$ cat config.mk
export PLATFORM = sky130hd
export DESIGN_NAME = srw_top
export DESIGN_NICKNAME = d
export VERILOG_FILES = /design/src/hw/srw_pkg.sv /design/src/hw/srw_top.sv
export SDC_FILE = /design/constraint.sdc
export NUM_CORES = 1
export LEC_CHECK = 0
export BUFFER_PORTS_ARGS = -buffer_cell sky130_fd_sc_hd__buf_2
export CORE_ASPECT_RATIO = 1.75
export CORE_UTILIZATION = 35
export DETAILED_ROUTE_END_ITERATION = 12
export SYNTH_ARGS = -nofsm -noshare
export SYNTH_HDL_FRONTEND = slang
export SYNTH_SLANG_ARGS = --single-unit
$ cat constraint.sdc
create_clock -name pclk -period 2.32 [get_ports pclk]
set_input_delay 0.116 -clock pclk [delete_from_list [all_inputs] [get_ports pclk]]
set_output_delay 0.116 -clock pclk [all_outputs]
set_load 0.01 [all_outputs]
$ cat src/hw/srw_pkg.sv
// Package of constants and types for the supervisor reset watchdog
package srw_pkg;

  // ****************************************************************
  // Timing
  // ****************************************************************
  localparam int unsigned CLK_HZ            = 40_000_000;
  localparam int unsigned RESET_HOLD_US     = 2000;
  localparam int unsigned RESET_REACT_US    = 10;
  localparam int unsigned WD_LONG_MS        = 200;
  localparam int unsigned WD_SHORT_MS       = 100;
  localparam int unsigned RESET_HOLD_CYC    = RESET_HOLD_US * (CLK_HZ / 1_000_000);
  localparam int unsigned RESET_REACT_CYC   = RESET_REACT_US * (CLK_HZ / 1_000_000);
  localparam int unsigned WD_LONG_CYC       = WD_LONG_MS * (CLK_HZ / 1000);
  localparam int unsigned WD_SHORT_CYC      = WD_SHORT_MS * (CLK_HZ / 1000);
  localparam int unsigned MAX_TIMEOUTS      = 3;
  // Synchroniser values after reset: fallback select and sense reference idle high
  localparam logic [12:0] SYNC_IDLE_VAL     = 13'h0201;

  // ****************************************************************
  // Register map (byte addresses)
  // ****************************************************************
  localparam logic [7:0] ADDR_CONTROL       = 8'h00;
  localparam logic [7:0] ADDR_GLOBAL_STATUS = 8'h04;
  localparam logic [7:0] ADDR_STATUS_ONE    = 8'h08;

  // Control fields
  localparam int unsigned CTL_WD_TRIGGER    = 0;
  localparam int unsigned CTL_WD_SHORT      = 1;
  localparam int unsigned CTL_SW_FALLBACK   = 2;
  localparam logic [2:0]  CTL_RESET_VAL     = 3'h0;

  // Global status byte fields
  localparam int unsigned GSB_LED_OV        = 7;
  localparam int unsigned GSB_FALLBACK      = 0;

  // Status one fields
  localparam int unsigned SR1_WD_FAIL       = 0;
  localparam int unsigned SR1_BAT_OV        = 1;
  localparam int unsigned SR1_OVER_TEMP     = 2;
  localparam int unsigned SR1_REG_OFF       = 3;
  localparam int unsigned SR1_LED_OV        = 18;

  typedef enum logic [2:0] {
    SRW_POWERUP = 3'b000,
    SRW_HOLD    = 3'b001,
    SRW_RUN     = 3'b010,
    SRW_PULSE   = 3'b011,
    SRW_REACT   = 3'b100
  } srw_state_t;

endpackage : srw_pkg

$ cat src/hw/srw_top.sv
// Supervisor: host reset, watchdog, limp home and fault shutdown
//
// Notes on behaviour
// Reset low while regulator below threshold
// Hold reset low fixed delay after threshold
// Undervoltage or standby: delayed reset assertion
// Reset pin only pulls down
// Periodic reset pulses until host acknowledges
// Watchdog window selectable, long default
// Refresh only on trigger bit toggle
// First timeout: reset pulse, limp home
// Second timeout: another pulse, keep waiting
// Three timeouts: main regulator off
// Failure: fallback pin decides converter state
// Reset tied to battery: no watchdog
// LED overvoltage forces both gates low
// LED overvoltage closes discharge switch
// LED overvoltage sets status bits 7, 18
// Battery overvoltage stops until release
// Sense reference select defaults high
// Overtemperature kills both regulators, retries
// Limp home resets controls except fallback
// Clear status one plus trigger exits limp
// Refresh clears consecutive timeout counter
// Counters and latches cleared at reset
`timescale 1ns/100ps

module srw_top
  import srw_pkg::*;
(
  input  wire logic        pclk,
  input  wire logic        presetn,
  input  wire logic        psel,
  input  wire logic        penable,
  input  wire logic        pwrite,
  input  wire logic [7:0]  paddr,
  input  wire logic [31:0] pwdata,
  output logic      [31:0] prdata,
  output logic             pready,
  output logic             pslverr,
  input  wire logic        main_reg_good,
  input  wire logic        standby_req,
  input  wire logic        reset_pin_at_battery,
  input  wire logic        fallback_select_pin,
  input  wire logic        dim_pwm_in,
  input  wire logic        gate_main_req,
  input  wire logic        led_ov_upper_trip,
  input  wire logic        led_ov_lower_clear,
  input  wire logic        battery_ov_sense,
  input  wire logic        battery_ov_release,
  input  wire logic        reg_two_over_temp,
  input  wire logic        reg_two_temp_ok,
  input  wire logic        sense_reference_select,
  output logic             host_reset_out_n,
  output logic             host_reset_oe,
  output logic             gate_drive_main,
  output logic             gate_drive_dimming,
  output logic             discharge_switch,
  output logic             main_regulator_enable,
  output logic             aux_regulator_enable,
  output logic             battery_referenced_sense
);

  // ****************************************************************
  // Input synchronisers
  // ****************************************************************
  localparam int unsigned NSYNC = 13;
  logic [NSYNC-1:0] sync_a_q;
  logic [NSYNC-1:0] sync_b_q;
  logic [NSYNC-1:0] raw_in;
  assign raw_in = {main_reg_good, standby_req, reset_pin_at_battery, fallback_select_pin,
                   dim_pwm_in, gate_main_req, led_ov_upper_trip, led_ov_lower_clear,
                   battery_ov_sense, battery_ov_release, reg_two_over_temp,
                   reg_two_temp_ok, sense_reference_select};

  genvar gi;
  generate
    for (gi = 0; gi < NSYNC; gi++) begin : g_sync
      always_ff @(posedge pclk or negedge presetn) begin
        if (!presetn) begin
          sync_a_q[gi] <= SYNC_IDLE_VAL[gi];
          sync_b_q[gi] <= SYNC_IDLE_VAL[gi];
        end else begin
          sync_a_q[gi] <= raw_in[gi];
          sync_b_q[gi] <= sync_a_q[gi];
        end
      end
    end
  endgenerate

  logic s_good, s_stby, s_alone, s_fb, s_dim, s_gate, s_ledov, s_ledclr;
  logic s_bov, s_brel, s_ot, s_tok, s_ref;
  assign {s_good, s_stby, s_alone, s_fb, s_dim, s_gate, s_ledov, s_ledclr,
          s_bov, s_brel, s_ot, s_tok, s_ref} = sync_b_q;

  // ****************************************************************
  // APB slave
  // ****************************************************************
  logic       acc_wr;
  logic       acc_rd;
  logic       sr1_read_clear;
  logic       trig_q;
  logic       wd_short_q;
  logic       sw_fb_q;
  logic       toggle_seen;
  logic [2:0] timeouts_q;
  logic       limp_q;
  logic       reg_off_q;
  logic       led_ov_q;
  logic       wd_fail_q;
  logic       bat_ov_q;
  logic       ot_q;
  logic       limp_enter;

  assign pready         = 1'b1;
  assign acc_wr         = psel && penable && pwrite;
  assign acc_rd         = psel && penable && !pwrite;
  assign sr1_read_clear = acc_rd && (paddr == ADDR_STATUS_ONE);

  always_comb begin
    pslverr = 1'b0;
    if (psel && penable && !(paddr == ADDR_CONTROL || paddr == ADDR_GLOBAL_STATUS ||
        paddr == ADDR_STATUS_ONE)) begin
      pslverr = 1'b1;
    end
  end

  always_ff @(posedge pclk or negedge presetn) begin
    if (!presetn) begin
      prdata <= 32'h0;
    end else if (psel && !penable && !pwrite) begin
      prdata <= 32'h0;
      case (paddr)
        ADDR_CONTROL: begin
          prdata[CTL_WD_TRIGGER]  <= trig_q;
          prdata[CTL_WD_SHORT]    <= wd_short_q;
          prdata[CTL_SW_FALLBACK] <= sw_fb_q;
        end
        ADDR_GLOBAL_STATUS: begin
          prdata[GSB_LED_OV]   <= led_ov_q;
          prdata[GSB_FALLBACK] <= limp_q;
        end
        ADDR_STATUS_ONE: begin
          prdata[SR1_WD_FAIL]   <= wd_fail_q;
          prdata[SR1_BAT_OV]    <= bat_ov_q;
          prdata[SR1_OVER_TEMP] <= ot_q;
          prdata[SR1_REG_OFF]   <= reg_off_q;
          prdata[SR1_LED_OV]    <= led_ov_q;
        end
        default: begin
          prdata <= 32'h0;
        end
      endcase
    end
  end

  assign toggle_seen = acc_wr && (paddr == ADDR_CONTROL) && (pwdata[CTL_WD_TRIGGER] != trig_q);

  always_ff @(posedge pclk or negedge presetn) begin
    if (!presetn) begin
      trig_q     <= CTL_RESET_VAL[CTL_WD_TRIGGER];
      wd_short_q <= CTL_RESET_VAL[CTL_WD_SHORT];
      sw_fb_q    <= CTL_RESET_VAL[CTL_SW_FALLBACK];
    // Defaults on limp entry
    end else if (limp_enter) begin
      trig_q     <= CTL_RESET_VAL[CTL_WD_TRIGGER];
      wd_short_q <= CTL_RESET_VAL[CTL_WD_SHORT];
    end else if (acc_wr && paddr == ADDR_CONTROL) begin
      trig_q     <= pwdata[CTL_WD_TRIGGER];
      wd_short_q <= pwdata[CTL_WD_SHORT];
      sw_fb_q    <= pwdata[CTL_SW_FALLBACK];
    end
  end

  // ****************************************************************
  // Reset and watchdog sequencer
  // ****************************************************************
  srw_state_t  state_q;
  logic [31:0] cnt_q;
  logic [31:0] wd_limit;
  logic        acked_q;
  logic        standalone_q;

  // Long window unless short selected
  assign wd_limit = wd_short_q ? WD_SHORT_CYC : WD_LONG_CYC;
  assign limp_enter = (state_q == SRW_RUN) && acked_q && !standalone_q &&
                      (cnt_q >= wd_limit - 1) && !toggle_seen;

  // Strap caught after reset release
  always_ff @(posedge pclk or negedge presetn) begin
    if (!presetn) begin
      standalone_q <= 1'b0;
    end else if (state_q == SRW_POWERUP) begin
      standalone_q <= s_alone;
    end
  end

  always_ff @(posedge pclk or negedge presetn) begin
    // Counters cleared on reset
    if (!presetn) begin
      state_q    <= SRW_POWERUP;
      cnt_q      <= 32'h0;
      acked_q    <= 1'b0;
      timeouts_q <= 3'h0;
    end else begin
      if (toggle_seen) begin
        acked_q <= 1'b1;
        // Refresh restarts escalation
        timeouts_q <= 3'h0;
      end
      case (state_q)
        // Held while regulator low
        SRW_POWERUP: begin
          cnt_q <= 32'h0;
          if (s_good && !s_stby) begin
            state_q <= SRW_HOLD;
          end
        end
        // Fixed hold before release
        SRW_HOLD, SRW_PULSE: begin
          if (!s_good) begin
            state_q <= SRW_POWERUP;
          end else if (cnt_q >= RESET_HOLD_CYC - 1) begin
            cnt_q   <= 32'h0;
            state_q <= SRW_RUN;
          end else begin
            cnt_q <= cnt_q + 32'h1;
          end
        end
        SRW_RUN: begin
          if (!s_good || s_stby) begin
            cnt_q   <= 32'h0;
            state_q <= SRW_REACT;
          end else if (toggle_seen || standalone_q || reg_off_q) begin
            // A toggle restarts the window; standalone or regulator off holds it at zero
            cnt_q <= 32'h0;
          end else if (cnt_q >= wd_limit - 1) begin
            // Pulse on each timeout
            cnt_q   <= 32'h0;
            state_q <= SRW_PULSE;
            if (acked_q && timeouts_q < 3'(MAX_TIMEOUTS)) begin
              timeouts_q <= timeouts_q + 3'h1;
            end
          end else begin
            cnt_q <= cnt_q + 32'h1;
          end
        end
        // Delayed assertion on undervoltage
        SRW_REACT: begin
          if (s_good && !s_stby) begin
            cnt_q   <= 32'h0;
            state_q <= SRW_RUN;
          end else if (cnt_q >= RESET_REACT_CYC - 1) begin
            state_q <= SRW_POWERUP;
          end else begin
            cnt_q <= cnt_q + 32'h1;
          end
        end
        default: begin
          state_q <= SRW_POWERUP;
        end
      endcase
    end
  end

  // Limp home entry and exit
  always_ff @(posedge pclk or negedge presetn) begin
    if (!presetn) begin
      limp_q    <= 1'b0;
      reg_off_q <= 1'b0;
    end else begin
      if (limp_enter) begin
        limp_q <= 1'b1;
      end else if (toggle_seen && !wd_fail_q && !reg_off_q) begin
        limp_q <= 1'b0;
      end
      // Third timeout turns regulator off
      if (state_q == SRW_RUN && !toggle_seen && cnt_q >= wd_limit - 1 && acked_q &&
          timeouts_q == 3'(MAX_TIMEOUTS - 1)) begin
        reg_off_q <= 1'b1;
      end
    end
  end

  // ****************************************************************
  // Fault latches
  // ****************************************************************
  logic bat_stop_q;
  logic ot_stop_q;
  logic disch_q;

  always_ff @(posedge pclk or negedge presetn) begin
    if (!presetn) begin
      led_ov_q   <= 1'b0;
      wd_fail_q  <= 1'b0;
      bat_ov_q   <= 1'b0;
      ot_q       <= 1'b0;
      bat_stop_q <= 1'b0;
      ot_stop_q  <= 1'b0;
      disch_q    <= 1'b0;
    end else begin
      // Status set wins over read clear
      if (s_ledov && !bat_stop_q) begin
        led_ov_q <= 1'b1;
      end else if (sr1_read_clear) begin
        led_ov_q <= 1'b0;
      end
      if (limp_enter) begin
        wd_fail_q <= 1'b1;
      end else if (sr1_read_clear) begin
        wd_fail_q <= 1'b0;
      end
      if (s_bov) begin
        bat_ov_q <= 1'b1;
      end else if (sr1_read_clear) begin
        bat_ov_q <= 1'b0;
      end
      if (s_ot) begin
        ot_q <= 1'b1;
      end else if (sr1_read_clear) begin
        ot_q <= 1'b0;
      end
      // Stop until release comparator
      if (s_bov) begin
        bat_stop_q <= 1'b1;
      end else if (s_brel) begin
        bat_stop_q <= 1'b0;
      end
      // Overtemperature off until cool
      if (s_ot) begin
        ot_stop_q <= 1'b1;
      end else if (s_tok) begin
        ot_stop_q <= 1'b0;
      end
      // Discharge after LED overvoltage
      if (s_ledov && !bat_stop_q) begin
        disch_q <= 1'b1;
      end else if (s_ledclr) begin
        disch_q <= 1'b0;
      end
    end
  end

  // ****************************************************************
  // Outputs
  // ****************************************************************
  logic stop_all;
  logic conv_on;
  logic fail_mode;

  // LED overvoltage blocks gates
  assign stop_all  = led_ov_q || s_ledov || s_bov || bat_stop_q || ot_stop_q || limp_q && !s_fb;
  assign fail_mode = limp_q || sw_fb_q;

  // Fallback pin overrides dimming
  always_comb begin
    conv_on = 1'b0;
    if (!stop_all) begin
      conv_on = fail_mode ? s_fb : s_dim;
    end
  end

  always_ff @(posedge pclk or negedge presetn) begin
    if (!presetn) begin
      host_reset_oe            <= 1'b1;
      gate_drive_main          <= 1'b0;
      gate_drive_dimming       <= 1'b0;
      discharge_switch         <= 1'b0;
      main_regulator_enable    <= 1'b0;
      aux_regulator_enable     <= 1'b0;
      battery_referenced_sense <= 1'b1;
    end else begin
      // Drive low only, never high
      host_reset_oe            <= !standalone_q && (state_q == SRW_POWERUP ||
                                  state_q == SRW_HOLD || state_q == SRW_PULSE);
      gate_drive_main          <= conv_on && s_gate;
      gate_drive_dimming       <= conv_on;
      discharge_switch         <= disch_q;
      // Off at once when hot
      main_regulator_enable    <= !ot_stop_q && !s_ot && !reg_off_q;
      aux_regulator_enable     <= !ot_stop_q && !s_ot;
      // High selects battery reference
      battery_referenced_sense <= s_ref;
    end
  end

  assign host_reset_out_n = 1'b0;

endmodule : srw_top

# --- After elaboration in Yosys (flattened, before gate mapping) ---
# Cells that the tools add are included.
op_classes:
  addsub: 3
  mul: 0
  div_mod_pow: 0
  n_lt_le_gt_ge: 4
  n_eq_ne: 15
  n_shift: 0
  n_mux: 49
  n_bitwise: 1
  reduce_logical: 69
op_table:
  columns: ["operator", "count"]
  rows:
  - ["$mux 32", 7]
  - ["$pmux 32 s4", 1]
  - ["$mux 3", 14]
  - ["$add 32x1->32 const B", 1]
  - ["$ge 32x17->1 const B", 1]
  - ["$ge 32x32->1", 1]
  - ["$ge 32x9->1 const B", 1]
  - ["$logic_and 1x1->1", 27]
  - ["$sub 23x1->24 const B", 1]
  - ["$mux 1", 23]
  - ["$mux 23", 1]
  - ["$reduce_bool 2->1", 9]
  - ["$ne 3x3->1 const B", 5]
  - ["$logic_not 1->1", 13]
  - ["$logic_or 1x1->1", 13]
  - ["$pmux 3 s4", 1]
  - ["$eq 3x2->1 const B", 3]
  - ["$eq 8x3->1 const B", 1]
  - ["$eq 8x4->1 const B", 1]
  - ["$logic_not 8->1", 1]
  - ["$reduce_and 5->1", 1]
  - ["$ne 2x2->1 const B", 2]
  - ["$pmux 2 s2", 1]
  - ["$reduce_bool 4->1", 1]
  - ["11 further kinds", 11]
totals:
  register_bits: 91
  latchBits: 0
  ramBits: 0
  rom_bits: 0
  inputBits: 58
  wordCells: 192
  n_memories: 0

# --- Logic depth before layout (Yosys ltp) ---
depth:
  ltp_word: 10
  depth_mapped: 10
  depth_no_buf: 8

# --- Worst setup path after synthesis ---
# Ideal clock, no wire load.
synth_path:
  kind: "register -> register"
  from: "register wd_short_q"
  to: "register cnt_q[27]"
  setup_time_ps: 82
  arrival_ps: 2201
  required_ps: 2238
  slack_ps: 37
  path_stages_with_launch: 11
  n_path_buf: 2
  period_less_slack_ps: 2283
  path_cell_list: "dfrtp_1 inv_1 ha_1 a21oi_1 a21oi_1 nor4_1 and3b_2 buf_6 nor2_4 buf_6 a22oi_2"
synth_between:
  elab_chain_cells: 7
synth_lines:
  columns: ["item", "line_no", "source"]
  rows:
  - ["start: declaration", "srw_top.sv:103", "logic wd_short_q;"]
  - ["start signal: assignment", "srw_top.sv:162", "wd_short_q <= CTL_RESET_VAL[CTL_WD_SHORT];"]
  - ["start signal: assignment", "srw_top.sv:167", "wd_short_q <= CTL_RESET_VAL[CTL_WD_SHORT];"]
  - ["start signal: assignment", "srw_top.sv:170", "wd_short_q <= pwdata[CTL_WD_SHORT];"]
  - ["$mux 23", "srw_top.sv:185", "assign wd_limit = wd_short_q ? WD_SHORT_CYC : WD_LONG_CYC;"]
  - ["$sub 23x1->24", "srw_top.sv:237", "end else if (cnt_q >= wd_limit - 1) begin"]
  - ["$ge 32x32->1", "srw_top.sv:237", null]
  - ["$mux 32", "srw_top.sv:237", null]
  - ["$mux 32", "srw_top.sv:234", "end else if (toggle_seen || standalone_q || reg_off_q) begin"]
  - ["$mux 32", "srw_top.sv:231", "if (!s_good || s_stby) begin"]
  - ["$pmux 32 s4", "srw_top.sv:211", "case (state_q)"]
  - ["end signal: assignment", "srw_top.sv:227", "cnt_q <= cnt_q + 32'h1;"]
  - ["end signal: assignment", "srw_top.sv:245", "cnt_q <= cnt_q + 32'h1;"]
  - ["end signal: assignment", "srw_top.sv:256", "cnt_q <= cnt_q + 32'h1;"]
  - ["end: declaration", "srw_top.sv:179", "logic [31:0] cnt_q;"]
# Every way passes these cells.
# A chain may end at the register's enable or synchronous reset.

# --- Worst setup path after layout ---
layout_path:
  from: "register cnt_q[0]"
  to: "register cnt_q[5]"
layout_between:
  elab_chain_cells: 5
  word_cells_on_any_way: 14
  cone_classes: "add/sub: 1; order compare: 3; eq/ne: 1; mux: 8; reduce/logical: 1"
layout_lines:
  columns: ["item", "line_no"]
  rows:
  - ["$add 32x1->32 or $ge 32x32->1 (tied branches)", null]
  - ["$mux 32", "srw_top.sv:237"]
  - ["$mux 32", "srw_top.sv:234"]
  - ["$mux 32", "srw_top.sv:231"]
  - ["$pmux 32 s4", "srw_top.sv:211"]
# Several ways; a longest one is shown, not always the timed one. The select of a mux whose other input is x is not followed.

==> flow_metrics.py <==
metrics = {
    "yosys": {
        "synth_adder_area_share_pct": 2.691,
        "syn-mean-instance-area_um2": 10.31,
        "ys.warnings.count": 0,
        "synth-edff-count": 0,
        "synth_cells": 451,
        "synthesis.area_um2": 4649,
        "yosysTopAreaCellShare_pct": 45.75,
        "muxShareOfSynthArea_pct": 2.018,
        "ys_top_cells_by_area": "dfrtp_1 46%, nand2_1 5.6%, buf_4 4.8%, dfstp_2 3.4%, o211ai_1 2.7%",
        "yosys.area.top_type": "dfrtp_1",
        "synth_ff_type": "dfrtp_1",
        "yosys.cell_types.count": 69,
        "synth_compound_area_share_pct": 17.38,
        "async_flop_share_pct": 100.0,
        "synth_most_common_cell": "dfrtp_1",
        "synth_seq_area_share_pct": 49.14,
        "netlist_top_cells_count": "85 x dfrtp_1, 69 x nand2_1, 30 x buf_4, 21 x nor2_1, 17 x o211ai_1",
        "synthSimpleGateAreaFrac_pct": 20.08,
        "ys_ff_latch": 91,
        "synth_top_family_by_area": "simple AND/OR/NAND/NOR gates",
        "synth_xor_area_share_pct": 0.1884,
    },
    "floorplanning": {
        "io_pins": 100,
        "core.rowCount": 55,
        "coreArea_um2": 12940,
        "die_x_um": 89.13,
        "die_h_um": 154.5,
        "initial_core_util_pct": 35.94,
        "fp.dieArea_um2": 13770,
    },
    "clocking": {
        "clockBufferDepth": 2,
        "worstSkewPairLatency_ns": 0.34,
        "cts_tree": "built",
        "cts_buffers": 9,
        "htree_levels": 3,
        "clk_pin_slew_worst_paths_ns": 0.07,
        "clockRootBuffer": "clkbuf_16",
        "cts.sinks": 91,
    },
    "layout": {
        "synthToLayoutAreaGrowth_pct": 26.13,
        "layout.nets": 613,
        "layout-drive-gt1-share_pct": 31.64,
        "fin_util_pct": 45.33,
        "antenna_cells": 0,
    },
    "route": {
        "vias": 3677,
        "wl_um": 10600,
        "drt-pass1-iter-count": 5,
        "drc_errors": 0,
        "wl_per_cell_um": 14.70,
        "antenna_left": 0,
        "drtIter0Drc": 133,
        "viasPerCell": 5.100,
    },
    "global_routing": {
        "grt_overflow": 0,
        "grt_use_total_pct": 16.41,
        "grt_pass1_vias": 3771,
        "grt_antenna_before_repair": 0,
        "grt_pass1_wl_um": 17310,
        "grt_max_degree": 54,
    },
    "run": {
        "drv_cap": 0,
    },
    "worst_setup_path": {
        "ff2ff_setup_slack_ns": 0.04,
        "timing.rr.start": "cnt_q[0]$_DFFE_PN0P_",
        "crit_arrival_ns": 2.55,
        "critPathKind": "flip-flop to flip-flop",
        "endpoint_kind": "flip-flop",
        "timing.reg2reg.worst_path_depth": 8,
        "cp_max_fo": 7,
        "critPathRequiredTime_ns": 2.59,
        "startpoint_type": "flip-flop",
        "cp-startpoint": "cnt_q[0]$_DFFE_PN0P_",
        "r2r_end": "cnt_q[5]$_DFFE_PN0P_",
    },
    "sta": {
        "rsz0062_at_grt": "yes",
        "hold_viol": 0,
        "max_clock_freq_mhz": 439.5,
        "relSlewSlack_pct": 64.21,
        "fin_crit_ns": 2.275,
        "finClkSkew_ns": 0.007792,
        "slew_viol_final": 0,
        "setup_viol_count_final": 0,
        "worstMarginPinSlew_ns": 0.5369,
        "finalCritPeriodShare_pct": 98.08,
    },
    "pwr": {
        "leakagePower_nw": 2.637,
        "combPwrFrac_pct": 25.9,
        "power_mw": 4.326,
        "swShare_pct": 33.55,
        "peakVddDrop_v": 0.0003695,
        "power.density_nw_per_um2": 737.7,
        "p_int_mw": 2.875,
        "clockPowerShare_pct": 33.8,
        "switchingPower_mw": 1.451,
        "pwr-share-seq_pct": 40.2,
    },
    "min_path": {
        "min_from": "pwdata[2]",
        "min_to": "sw_fb_q$_DFFE_PN0P_",
        "hold_path_depth": 2,
        "hold_class": "primary input to flip-flop",
    },
    "placed_design": {
        "place_congestion": 0.8230,
        "io_buffer_count": 42,
        "hpwl_um": 7568,
    },
    "outcome": {
        "status": "finished, final reports clean",
    },
}
-- cells by family (layout without fill, tap and decap cells) --
family	Yosys count	in the layout
other cells	2	28
xor+xnor	1	1
simple gates	177	177
fa+ha+maj	10	10
mux	9	9
buf+inv	61	134
flops	91	91
compound gates	100	100
-- registers in the layout, indices dropped and copies added (netlist names), 3 cells and up --
| register | flops |
|---|---|
| state_q | 3 |
| timeouts_q | 3 |
| sync_a_q | 13 |
| cnt_q | 32 |
| prdata | 6 |
-- power groups by stage --
stage	sequential [mW]	combinational (mW)	clock (mW)
after global routing	1.75	1.22	1.57
after floorplan	1.78	0.641	0
after CTS	1.74	1.10	1.50
final	1.74	1.12	1.46
after detailed placement	1.77	1.08	0
after global placement	1.77	1.07	0
-- cell type report --
type / count / area, um2
sequential: 91 / 2286
tap: 171 / 214.0
clock inverter: 7 / 81.33
timing repair buffer: 106 / 777.0
clock buffer: 9 / 225.2
multi-input combinational: 325 / 2236
fill: 1212 / 7073
inverter: 12 / 45.04
-- routing by layer --
metal / GRT usage (%) / vias to the layer above / part of all wire [%]
met5: 0 / - / 0
met2: 30.61 / 109 / 57
li1: - / 1769 / -
met3: 3.362 / 29 / 3.3
met4: 8.541 / 0 / 3.4
met1: 16.40 / 1770 / 37
-- stage by stage --
| stage | cells | instance area (um2) | setup TNS, ns | worst slack, ns | hold WS [ns] |
|---|---|---|---|---|---|
| 3_3_place_gp | 690 | 5243 | -0.06656 | -0.01443 | 0.1336 |
| 6_report | 721 | 5864 | 0 | 0.04454 | 0.02807 |
| 2_1_floorplan | 477 | 4747 | 0 | 0.03737 | -0.1796 |
| 4_1_cts | 720 | 5705 | -0.01244 | -0.008329 | 0.01678 |
| 5_1_grt | 721 | 5864 | -0.2167 | -0.04520 | 0.01040 |
| 3_5_place_dp | 690 | 5243 | -0.1040 | -0.02448 | 0.1418 |
-- worst max-delay path by stage --
stage                                 end  slack [ns]
floorplan           cnt_q[27]$_DFFE_PN0P_        0.04
finish               cnt_q[5]$_DFFE_PN0P_        0.04
global route        cnt_q[13]$_DFFE_PN0P_       -0.05
CTS                 cnt_q[10]$_DFFE_PN0P_      -0.008
global placement     cnt_q[9]$_DFFE_PN0P_       -0.01
detailed placement   cnt_q[5]$_DFFE_PN0P_       -0.02
-- timing repair --
item / in CTS / in global routing
hold buffers: 14 / 0
setup endpoints to repair: 9 / 33
pin swaps: 0 / 6
gates cloned: 0 / 0
setup buffers: 0 / 2
hold endpoints to repair: 50 / 0
resized for setup: 3 / 26
-- cell usage in the layout (no fill, tap or decap), types with 8 or more instances in the layout --
cell,count
dfrtp_1,84
nand2_1,69
buf_4,45
buf_2,41
conb_1,28
nor2_1,20
o211ai_1,17
nand3_1,15
dlygate4sd3_1,14
nor3_1,11
inv_1,11
nand4_1,9
o21ai_0,9
clkbuf_16,9
or3_1,8
o211ai_2,8
-- critical path, cell delays in order, from the launching register on --
cell and delay [ns]:
dfrtp_1 0.38, ha_1 0.21, nand3_1 0.17, nand2_1 0.10, a311oi_2 0.33, a31oi_2 0.21, buf_4 0.22, or4_1 0.42
o211ai_2 0.15
(Power assumes the default switching activity.)
